--- config.mk ---
export PLATFORM = sky130hd
export DESIGN_NAME = epc_cmd
export DESIGN_NICKNAME = d
export VERILOG_FILES = /design/src/epc_pkg.sv /design/src/epc_cmd.sv
export SDC_FILE = /design/constraint.sdc
export NUM_CORES = 1
export LEC_CHECK = 0
export ABC_AREA = 1
export BUFFER_PORTS_ARGS = -buffer_cell sky130_fd_sc_hd__buf_2
export CAP_MARGIN = 25
export CORE_MARGIN = 4
export CORE_UTILIZATION = 55
export CTS_BUF_LIST = sky130_fd_sc_hd__clkbuf_4
export DETAILED_ROUTE_END_ITERATION = 8
export PLACE_DENSITY = 0.8
export SYNTH_ARGS = -nofsm -noshare
export SYNTH_HDL_FRONTEND = slang
export SYNTH_SLANG_ARGS = --single-unit
--- constraint.sdc ---
create_clock -name ref_clk -period 5.8 [get_ports ref_clk]
set_input_delay 0.58 -clock ref_clk [delete_from_list [all_inputs] [get_ports ref_clk]]
set_output_delay 0.58 -clock ref_clk [all_outputs]
set_load 0.01 [all_outputs]
--- src/epc_pkg.sv ---
// Operation
// - Subcommand code 2h in parameter low nibble selects timer setting.
// - Subcommand code 3h in parameter low nibble selects state setting.
// - Condition identifier register picks the condition all updates apply to.
// - Successful timer subcommand loads the timer into the current setting.
// - Timer subcommand with enable set enables only for a non-zero timer.
// - Timer subcommand with enable clear disables the current timer.
// - Timer subcommand with save on savable condition copies timer and enable.
// - Parameter bit 7 picks timer units, 100 ms or 1 minute.
// - Parameter bit 5 requests enable, bit 4 requests save.
// - Timer above the maximum is replaced by the maximum.
// - Timer below the minimum is replaced by the minimum.
// - Maximum is 3BFFC4h in 100 ms units, minimum is zero.
// - Timer subcommand aborts while the power condition feature is off.
// - Timer subcommand aborts for unsupported or unchangeable conditions.
// - Timer subcommand aborts when save targets an unsavable condition.
// - Timer subcommand never aborts for its timer value; it clamps it instead.
// - An abort leaves all current and saved settings unchanged.
// - State subcommand enables the current timer per the enable bit.
// - State subcommand with save copies only the enable flag to saved.
// - State subcommand aborts on the same condition and feature checks.
package epc_pkg;

   // ****************************************
   // Register map
   // ****************************************
   localparam int ADDR_W = 4;
   localparam logic [3:0] OFS_FEAT_ERR = 4'h0;
   localparam logic [3:0] OFS_COND_ID = 4'h1;
   localparam logic [3:0] OFS_PARAMS = 4'h2;
   localparam logic [3:0] OFS_TMR_LO = 4'h3;
   localparam logic [3:0] OFS_TMR_HI = 4'h4;
   localparam logic [3:0] OFS_DRV_SEL = 4'h5;
   localparam logic [3:0] OFS_CMD_STAT = 4'h6;
   localparam logic [3:0] OFS_EPC_CTRL = 4'h7;
   localparam logic [3:0] OFS_SUP_MASK = 4'h8;
   localparam logic [3:0] OFS_CHG_MASK = 4'h9;
   localparam logic [3:0] OFS_SAV_MASK = 4'ha;
   localparam logic [3:0] OFS_VIEW_SEL = 4'hb;
   localparam logic [3:0] OFS_VIEW_CUR = 4'hc;
   localparam logic [3:0] OFS_VIEW_SAV = 4'hd;

   // ****************************************
   // Codes and fields
   // ****************************************
   localparam logic [7:0] OPC_SET_FEAT = 8'hef;
   localparam logic [7:0] FEAT_EPC = 8'h4a;
   localparam logic [3:0] SUB_TIMER = 4'h2;
   localparam logic [3:0] SUB_STATE = 4'h3;
   localparam int PRM_UNITS = 7;
   localparam int PRM_ENABLE = 5;
   localparam int PRM_SAVE = 4;
   localparam int ST_BSY = 7;
   localparam int ST_RDY = 6;
   localparam int ST_DF = 5;
   localparam int ST_ERR = 0;
   localparam int ER_ABT = 2;
   localparam int TMR_W = 22;
   localparam logic [21:0] TMR_MAX = 22'h3bffc4;
   localparam logic [21:0] TMR_MIN = 22'h000000;
   localparam logic [9:0] TICKS_PER_MIN = 10'h258;
   localparam logic EPC_EN_RST = 1'b1;
   localparam logic [7:0] MASK_RST = 8'hff;

   typedef struct packed {
      logic [3:0] addr;
      logic [31:0] wdata;
      logic wr;
      logic rd;
   } reg_req_t;

   typedef struct packed {
      logic en;
      logic [21:0] tmr;
   } cond_t;

   typedef enum logic [0:0] {
      ST_IDLE = 1'b0,
      ST_EXEC = 1'b1
   } state_t;

endpackage

--- src/epc_cmd.sv ---
`timescale 1ns/1ps
`default_nettype none
module epc_cmd #(
   parameter int NUM_COND = 8
) (
   input wire logic ref_clk,
   input wire logic rst,
   input wire epc_pkg::reg_req_t req,
   output logic [31:0] rdata,
   output logic cmd_done
);
   import epc_pkg::*;

   localparam int IDX_W = $clog2(NUM_COND);

   if (NUM_COND < 2 || NUM_COND > 8) begin
      $error("NUM_COND must lie between 2 and 8.");
   end

   // ****************************************
   // Timer conversion
   // ****************************************
   // Minute units are scaled to 100 ms ticks before clamping, so one
   // limit serves both units.
   function automatic logic [21:0] clamp_tmr(input logic [15:0] v,
                                             input logic units);
      logic [25:0] t;
      t = units ? 26'(v) * 26'(TICKS_PER_MIN) : 26'(v);
      if (t > 26'(TMR_MAX)) begin
         clamp_tmr = TMR_MAX;
      end else if (t < 26'(TMR_MIN)) begin
         clamp_tmr = TMR_MIN;
      end else begin
         clamp_tmr = t[21:0];
      end
   endfunction

   // ****************************************
   // Task file and configuration
   // ****************************************
   logic [7:0] feat_r, cond_id_r, params_r, tmr_lo_r, tmr_hi_r;
   logic [7:0] drv_sel_r;
   logic epc_en_r;
   logic [7:0] sup_r, chg_r, sav_mask_r, view_r;
   state_t state_r;
   logic abt_r, err_r;
   logic [7:0] x_feat_r, x_id_r, x_params_r;
   logic [15:0] x_tmr_r;
   cond_t cur_r [NUM_COND];
   cond_t sav_r [NUM_COND];

   logic wr_ok;
   assign wr_ok = req.wr && state_r == ST_IDLE;

   logic cmd_wr;
   assign cmd_wr = wr_ok && req.addr == OFS_CMD_STAT;

   always_ff @(posedge ref_clk) begin
      if (rst) begin
         feat_r <= 8'h00;
         cond_id_r <= 8'h00;
         params_r <= 8'h00;
         tmr_lo_r <= 8'h00;
         tmr_hi_r <= 8'h00;
         drv_sel_r <= 8'h00;
      end else if (wr_ok) begin
         unique case (req.addr)
            OFS_FEAT_ERR: feat_r <= req.wdata[7:0];
            OFS_COND_ID: cond_id_r <= req.wdata[7:0];
            OFS_PARAMS: params_r <= req.wdata[7:0];
            OFS_TMR_LO: tmr_lo_r <= req.wdata[7:0];
            OFS_TMR_HI: tmr_hi_r <= req.wdata[7:0];
            OFS_DRV_SEL: drv_sel_r <= req.wdata[7:0];
            default: ;
         endcase
      end
   end

   always_ff @(posedge ref_clk) begin
      if (rst) begin
         epc_en_r <= EPC_EN_RST;
         sup_r <= MASK_RST;
         chg_r <= MASK_RST;
         sav_mask_r <= MASK_RST;
         view_r <= 8'h00;
      end else if (req.wr) begin
         unique case (req.addr)
            OFS_EPC_CTRL: epc_en_r <= req.wdata[0];
            OFS_SUP_MASK: sup_r <= req.wdata[7:0];
            OFS_CHG_MASK: chg_r <= req.wdata[7:0];
            OFS_SAV_MASK: sav_mask_r <= req.wdata[7:0];
            OFS_VIEW_SEL: view_r <= req.wdata[7:0];
            default: ;
         endcase
      end
   end

   // ****************************************
   // Command capture and decision
   // ****************************************
   // The task file is copied at launch so that the decision sees one
   // consistent set of fields.
   always_ff @(posedge ref_clk) begin
      if (rst) begin
         x_feat_r <= 8'h00;
         x_id_r <= 8'h00;
         x_params_r <= 8'h00;
         x_tmr_r <= 16'h0000;
      end else if (cmd_wr) begin
         x_feat_r <= (req.wdata[7:0] == OPC_SET_FEAT) ? feat_r : 8'h00;
         x_id_r <= cond_id_r;
         x_params_r <= params_r;
         x_tmr_r <= {tmr_hi_r, tmr_lo_r};
      end
   end

   logic [IDX_W-1:0] idx;
   logic id_ok, is_timer, is_state, do_save, abort_c;
   logic [21:0] new_tmr;
   logic new_en;

   assign idx = x_id_r[IDX_W-1:0];
   assign is_timer = x_params_r[3:0] == SUB_TIMER;
   assign is_state = x_params_r[3:0] == SUB_STATE;
   assign do_save = x_params_r[PRM_SAVE];
   assign new_tmr = clamp_tmr(x_tmr_r, x_params_r[PRM_UNITS]);

   always_comb begin
      id_ok = 32'(x_id_r) < NUM_COND;
      abort_c = 1'b0;
      if (x_feat_r != FEAT_EPC || !(is_timer || is_state)) begin
         abort_c = 1'b1;
      end
      if (!epc_en_r) begin
         abort_c = 1'b1;
      end
      if (!id_ok || !sup_r[idx] || !chg_r[idx]) begin
         abort_c = 1'b1;
      end
      if (id_ok && do_save && !sav_mask_r[idx]) begin
         abort_c = 1'b1;
      end
   end

   always_comb begin
      if (is_timer) begin
         new_en = x_params_r[PRM_ENABLE] && new_tmr != 22'h0;
      end else begin
         new_en = x_params_r[PRM_ENABLE];
      end
   end

   // ****************************************
   // Sequencing and status
   // ****************************************
   always_ff @(posedge ref_clk) begin
      if (rst) begin
         state_r <= ST_IDLE;
      end else begin
         unique case (state_r)
            ST_IDLE: if (cmd_wr) state_r <= ST_EXEC;
            ST_EXEC: state_r <= ST_IDLE;
         endcase
      end
   end

   // A new command clears the old outcome; the outcome is only set one
   // cycle later, so the two never meet in one cycle.
   always_ff @(posedge ref_clk) begin
      if (rst) begin
         abt_r <= 1'b0;
         err_r <= 1'b0;
         cmd_done <= 1'b0;
      end else begin
         cmd_done <= state_r == ST_EXEC;
         if (cmd_wr) begin
            abt_r <= 1'b0;
            err_r <= 1'b0;
         end else if (state_r == ST_EXEC) begin
            abt_r <= abort_c;
            err_r <= abort_c;
         end
      end
   end

   // ****************************************
   // Power condition settings
   // ****************************************
   always_ff @(posedge ref_clk) begin
      if (rst) begin
         for (int i = 0; i < NUM_COND; i++) begin
            cur_r[i] <= '0;
            sav_r[i] <= '0;
         end
      end else if (state_r == ST_EXEC && !abort_c) begin
         cur_r[idx].en <= new_en;
         if (is_timer) begin
            cur_r[idx].tmr <= new_tmr;
            if (do_save) begin
               sav_r[idx] <= '{en: new_en, tmr: new_tmr};
            end
         end else if (do_save) begin
            sav_r[idx].en <= new_en;
         end
      end
   end

   // ****************************************
   // Read port
   // ****************************************
   logic [7:0] status_c;
   logic [IDX_W-1:0] vidx;
   assign vidx = view_r[IDX_W-1:0];
   always_comb begin
      status_c = 8'h00;
      status_c[ST_BSY] = state_r == ST_EXEC;
      status_c[ST_RDY] = state_r == ST_IDLE;
      status_c[ST_DF] = 1'b0;
      status_c[ST_ERR] = err_r;
   end

   always_ff @(posedge ref_clk) begin
      if (rst || !req.rd) begin
         rdata <= 32'h0;
      end else begin
         unique case (req.addr)
            OFS_FEAT_ERR: rdata <= 32'({abt_r, 2'b00} );
            OFS_COND_ID: rdata <= 32'(cond_id_r);
            OFS_PARAMS: rdata <= 32'(params_r);
            OFS_TMR_LO: rdata <= 32'(tmr_lo_r);
            OFS_TMR_HI: rdata <= 32'(tmr_hi_r);
            OFS_DRV_SEL: rdata <= 32'(drv_sel_r);
            OFS_CMD_STAT: rdata <= 32'(status_c);
            OFS_EPC_CTRL: rdata <= 32'(epc_en_r);
            OFS_SUP_MASK: rdata <= 32'(sup_r);
            OFS_CHG_MASK: rdata <= 32'(chg_r);
            OFS_SAV_MASK: rdata <= 32'(sav_mask_r);
            OFS_VIEW_SEL: rdata <= 32'(view_r);
            OFS_VIEW_CUR: rdata <= 32'(cur_r[vidx]);
            OFS_VIEW_SAV: rdata <= 32'(sav_r[vidx]);
            default: rdata <= 32'h0;
         endcase
      end
   end

   logic exec_ok, exec_ab;
   assign exec_ok = state_r == ST_EXEC && !abort_c;
   assign exec_ab = state_r == ST_EXEC && abort_c;
endmodule
`default_nettype wire

==> impl_metrics.tcl, run 1 <==
set metrics [dict create \
    fin_cells 3669 \
    max-cap-violations 0 \
    area_growth_pct 8.875 \
    crit_fanout 16 \
    viasPerCell 5.857 \
    setup_viol 0 \
    dr.pass1.iters 6 \
    synthArstFlopShare 0 \
    antenna_found_initial 5 \
    p_leak_nw 12.33 \
    ys_ff_latch 517 \
    fin_crit_sh 0.8843 \
    required_ns 6.47 \
    placed_area_sq_um 26350 \
    num_vias 21490 \
    status "finished, final reports clean" \
    grt_max_degree 93 \
    die-area_sq_um 50570 \
    grt_pass1_vias 21040 \
    io_pins 73 \
    start_util 0.5556 \
    routedWlPerCell_um 20.23 \
    first_iter_violations 2791 \
    synth_area_sq_um 25870 \
    yosys_warnings 0 \
    drcViolationCount 0 \
    finalSetupTns_ns 0 \
    rows 79 \
    relSlewSlack 0.2504 \
    routabilityCongestion 0.9415 \
    clk_latency_ns 1.04 \
    synth_seq_area_share 0.5425 \
    fin_nets 3077 \
    finClkSkew_ns 0.1338 \
    grt-ovfl-total 0 \
    synth_ff_type "edfxtp_1" \
    fmax_ghz 0.1950 \
    synth_edf_count 368 \
    power_mw 7.637 \
    cp.arrival_ns 5.80 \
    dp_hpwl_mm 44.67 \
    pwr_density_cell_nw_per_um2 271.2 \
    synthCells 2906 \
    clockBufferDepth 3 \
    die_x_um 224.9 \
    cts_num_sinks 517 \
    hold_viol 0 \
    detail-route-antenna-nets 0 \
    htree_levels 4 \
    hold_path_class "in2reg" \
    synth_cell_type_count 50 \
    drive_gt1_frac 0.1326 \
    ctsResizeCount 0 \
    drv_slew 0 \
    dp_cells 3419 \
    core_area_sq_um 46560 \
    cts_tree "yes" \
    fin_crit_ns 5.129 \
    post-cts-setup-buffer-count 0 \
    grt_pass1_wl_mm 113.6 \
    die_height_um 224.9 \
    ctsRootBufferMaster "clkbuf_4" \
    path_clk_slew_ns 0.07 \
    setup.worst_path.class "reg2reg" \
    stdcell_area_sq_um 28160 \
    syn_avg_cell_area_sq_um 8.902 \
    grtUsageTotal 0.2915 \
    rsz0062_at_grt "no" \
    cts-buffers-inserted 134 \
    tightest_slew_ns 1.122 \
    cp-start-kind "register" \
    peakVddDrop_uv 180.6 \
    place.port_buffers 39 \
    worst_setup_path_end_kind "register" \
    wirelength_mm 74.24 \
]
==> cells in the mapped netlist, types with 2 or more instances <==
library cell	count	area share
a2111oi_0	3	0.0010
a211oi_1	4	0.0012
a21o_1	2	0.00058
a21oi_1	107	0.021
a221oi_1	6	0.0020
a31oi_1	6	0.0015
a41oi_1	2	0.00068
buf_1	5	0.00073
buf_2	18	0.0035
buf_4	19	0.0055
buf_6	11	0.0048
clkbuf_1	126	0.018
clkinv_1	5	0.00073
dfxtp_1	149	0.12
edfxtp_1	368	0.43
fa_1	23	0.018
ha_1	61	0.030
inv_1	435	0.063
inv_2	23	0.0033
nand2_1	399	0.058
nand2_2	17	0.0041
nand3_1	65	0.013
nand3_2	6	0.0023
nand3b_1	4	0.0012
nand4_1	14	0.0034
nor2_1	430	0.062
nor2_2	18	0.0044
nor2_4	11	0.0048
nor3_1	62	0.012
nor3_2	3	0.0012
nor4_1	4	0.00097
o211ai_1	37	0.011
o21ai_0	297	0.057
o21ai_1	8	0.0015
o21bai_1	4	0.0012
o221ai_1	56	0.019
o22ai_1	83	0.020
xnor2_1	2	0.00068
xor2_1	2	0.00068
==> logic make-up after synthesis <==
group | share of synthesized area
and+or+nand+nor | 0.1698
buffers and inverters | 0.1004
AOI/OAI and AO/OA | 0.1385
DFF | 0.5425
adders and majority gates | 0.04730
xor gates and xnor gates | 0.001355
other | 0.0001450
==> placed cells by master (no fill, tap or decap), drive strengths merged, types with 8 or more instances in the layout <==
master	count
a21oi	108
buf	77
clkbuf	209
clkinv	22
conb	9
dfxtp	149
diode	8
edfxtp	368
fa	23
ha	61
inv	467
nand2	418
nand3	71
nand4	15
nor2	459
nor3	65
o211ai	37
o21ai	305
o221ai	56
o22ai	83
==> routing by layer <==
layer / vias to the layer above / track usage / part of all wire
met3: 309 / 0.07987 / 0.12
met1: 9958 / 0.3582 / 0.36
met4: 2 / 0.1542 / 0.052
li1: 9867 / - / -
met2: 1355 / 0.4721 / 0.46
met5: - / 0 / 0.00018
==> stage by stage <==
step | hold WS (ns) | util | setup WS (ns)
after CTS | 0.0003865 | 0.6045 | 0.6774
after global placement | 0.4399 | 0.5659 | 0.8084
final | 0.07698 | 0.6050 | 0.6711
after floorplan | 0.4289 | - | 1.599
after global routing | 0.005137 | 0.6049 | 0.3136
after detailed placement | 0.4479 | 0.5660 | 0.7508
==> where the power goes <==
group	internal, mW	switching [mW]
registers	4.04	0.0323
clock network	1.69	1.54
logic	0.0752	0.258
total	5.81	1.83
==> critical path, stage by stage (launching register included) <==
cell and delay (ns):
dfxtp_1 0.48, ha_1 0.29, ha_1 0.30, fa_1 0.54, inv_1 0.05, fa_1 0.49
inv_1 0.04, ha_1 0.37, nand2_1 0.15, nor2_1 0.16, nand3_1 0.11, nand3_1 0.13
nand2_1 0.08, nand2_1 0.06, nand2_1 0.04, nand3_1 0.07, nand2_1 0.08, inv_1 0.05
nand2_1 0.10, nor2_4 0.15, nand3_1 0.09, buf_4 0.19, nor2_1 0.17, nand3_1 0.15
nand2_2 0.36, nor2_1 0.08
==> layout make-up <==
| cell class | instances | area [sq um] |
|---|---|---|
| clock buffer | 209 | 1569 |
| multi-input combinational | 1753 | 9320 |
| tap | 607 | 759.5 |
| inverter | 465 | 1755 |
| timing repair buffer | 82 | 528.0 |
| sequential | 517 | 14040 |
| fill | 3893 | 18390 |
| clock inverter | 28 | 172.7 |
| antenna | 8 | 20.02 |
==> registers in the layout (all words and copies together), names as in the netlist, 16 cells and up, named ones only <==
register,flops
cur_r,184
rdata,23
sav_r,184
x_tmr_r,16
==> what timing repair did <==
item / 4_1_cts / 5_1_grt
hold buffers: 5 / 0
endpoints found under the hold margin: 8 / 0
endpoints found under the setup margin: 0 / 0
==> worst paths after layout <==
path	from	end	slack, ns	cells after the start
worst min register to register	view_r[6]	view_r[6]	0.46	2
worst max register to register	x_tmr_r[5]	cur_r[2][22]	0.67	25
worst min-delay path	req[7]	drv_sel_r[5]	0.08	3
worst max-delay path	x_tmr_r[5]	cur_r[2][22]	0.67	25
Note: power is estimated with default switching activity, not from simulation.
==> inputs of run 2 (changes only) <==
Settings changed: BUFFER_PORTS_ARGS -buffer_cell sky130_fd_sc_hd__buf_2 to not set, CORE_MARGIN 4 to 10, DONT_BUFFER_PORTS set to 1, PLACE_DENSITY 0.8 to 0.78.
==> run 2 against run 1 <==
Total power shrank 2.0%. Die area up 11%. Clock power down 5%. First-iteration DRC count up 5.1%. Utilization down 0.21 points. Sequential cell count did not move.
==> impl_metrics.tcl, run 2 (synthesis results as in run 1) <==
set metrics [dict create \
    path_clk_slew_ns 0.06 \
    finalSetupTns_ns 0 \
    drv_slew 0 \
    cts_num_sinks 517 \
    crit_fanout 16 \
    critPathLaunch "x_tmr_r[13]" \
    fin_nets 3043 \
    grt_pass1_wl_mm 115.1 \
    fmax_ghz 0.1954 \
    num_vias 21510 \
    clockBufferDepth 3 \
    post-cts-setup-buffer-count 0 \
    dr.pass1.iters 8 \
    place.port_buffers 0 \
    setup_viol 0 \
    io_pins 73 \
    drcViolationCount 0 \
    die_x_um 236.9 \
    wirelength_mm 75.43 \
    peakVddDrop_uv 190.4 \
    finClkSkew_ns 0.07494 \
    crit_path_end "sav_r[1][22]" \
    rsz0062_at_grt "no" \
    status "finished, final reports clean" \
    grt_max_degree 100 \
    post-route-util 0.6028 \
    viasPerCell 5.955 \
    mostFrequentLayoutCells "inv_1 (434), nor2_1 (428), nand2_1 (399)" \
    required_ns 6.33 \
    clk_latency_ns 0.86 \
    power.internal_mw 5.758 \
    setup.worst_path.class "reg2reg" \
    largestRegisters "cur_r: 184 flops, sav_r: 184 flops, rdata: 23 flops" \
    num-fill-cells 3915 \
    power_mw 7.488 \
    ctsRootBufferMaster "clkbuf_4" \
    htree_levels 4 \
    area_growth_pct 8.488 \
    first_iter_violations 2932 \
    worst_setup_path_end_kind "register" \
    die_height_um 236.9 \
    tightest_slew_ns 1.133 \
    r2r_start "x_tmr_r[13]" \
    core_area_sq_um 46560 \
    ctsResizeCount 0 \
    cts_tree "yes" \
    detail-route-antenna-nets 0 \
    drive_gt1_frac 0.1138 \
    die-area_sq_um 56110 \
    stdcell_area_sq_um 28060 \
    hold_path_class "in2reg" \
    fin_crit_ns 5.119 \
    grt-ovfl-total 0 \
    hold_viol 0 \
    rows 79 \
    power.switching_mw 1.731 \
    swShare 0.2311 \
    combinationalPowerShare 0.045 \
    cp-start-kind "register" \
    rr_worst_depth 25 \
    max-cap-violations 0 \
    grtUsageTotal 0.2613 \
    relSlewSlack 0.2448 \
    pwr_density_cell_nw_per_um2 266.8 \
    routabilityCongestion 0.9064 \
    placed_area_sq_um 26250 \
    clkPwrFrac 0.411 \
    antenna_found_initial 1 \
    cp.arrival_ns 5.65 \
    start_util 0.5556 \
    cts-buffers-inserted 131 \
    pwr-share-seq 0.544 \
    grt_pass1_vias 20760 \
    final_common_cell "inv_1" \
    p_leak_nw 12.16 \
    dp_hpwl_mm 45.78 \
    fin_crit_sh 0.8825 \
    r2r_setup_slack_ns 0.68 \
    reg2reg_to "sav_r[1][22]" \
    routedWlPerCell_um 20.88 \
]
[run 2: changes by cell type in the layout (fill, tap and decap cells not counted), sizes merged]
cell	change
clkbuf	-25
clkinvlp	-3
diode	-7
clkinv	+6
dlygate4sd3	+8
buf	-39
bufinv	+3
[run 2: critical path, cell delays in order (launching register included)]
cell and delay, ns:
dfxtp_1 0.44, ha_1 0.28, ha_1 0.30, fa_1 0.54, inv_1 0.06, fa_1 0.50
inv_1 0.05, ha_1 0.37, nand2_1 0.12, nor2_1 0.15, inv_1 0.09, nor3_1 0.17
nand2_1 0.09, nand2_1 0.07, nand2_1 0.05, nand3_2 0.11, inv_2 0.07, nand2_1 0.06
nor2_1 0.06, nor2_4 0.16, nand3_1 0.09, buf_4 0.19, nor2_1 0.14, nand3_1 0.13
nand2_2 0.39, nor2_1 0.08
[run 2: metal layers]
metal	global-route usage	routed length [um]	up-vias	share of wire
li1	-	-	9764	-
met1	0.3292	27940	10060	0.37
met2	0.4207	34890	1446	0.46
met3	0.06692	9611	241	0.13
met4	0.1092	2993	0	0.040
met5	0	0	-	0
[run 2: timing repair]
action	4_1_cts	5_1_grt
endpoints found under the setup margin	0	0
hold endpoints to repair	86	2
hold buffers	12	1
[run 2: how the worst min path moves through the flow]
stage               from         to  slack (ns)  cells after the start
6_report         req[34]   epc_en_r        0.09                      5
5_1_grt          req[34]   epc_en_r        0.07                      5
4_1_cts           req[2]   register       0.006                      2
3_5_place_dp   x_id_r[7]  x_id_r[7]        0.45                      2
3_3_place_gp   view_r[5]  view_r[5]        0.44                      2
2_1_floorplan  x_id_r[7]  x_id_r[7]        0.43                      2
[run 2: layout make-up]
class	instances	area (sq um)	share of cell area
clock inverters	34	242.7	0.008649
clock buffers	184	1381	0.04922
diodes	1	2.502	0.00008917
well taps	607	759.5	0.02706
inverters	465	1754	0.06251
multi-input cells	1753	9364	0.3337
repair buffers	51	520.5	0.01855
flip-flops and latches	517	14040	0.5003
[run 2: through the flow]
stage,hold slack (ns),std cells,worst slack [ns]
6_report,0.08597,3612,0.6814
5_1_grt,0.06829,3612,0.3463
4_1_cts,0.005927,3608,0.7371
3_5_place_dp,0.4485,3378,0.7786
3_3_place_gp,0.4394,3374,0.8453
2_1_floorplan,0.4289,2914,1.599
[run 2: power groups by stage]
stage               Sequential, mW  Clock, mW  Combinational, mW
global route                  4.08       3.31              0.353
floorplan                     4.15          0              0.190
finish                        4.08       3.08              0.333
global placement              4.15          0              0.280
CTS                           4.07       3.09              0.319
detailed placement            4.16          0              0.296
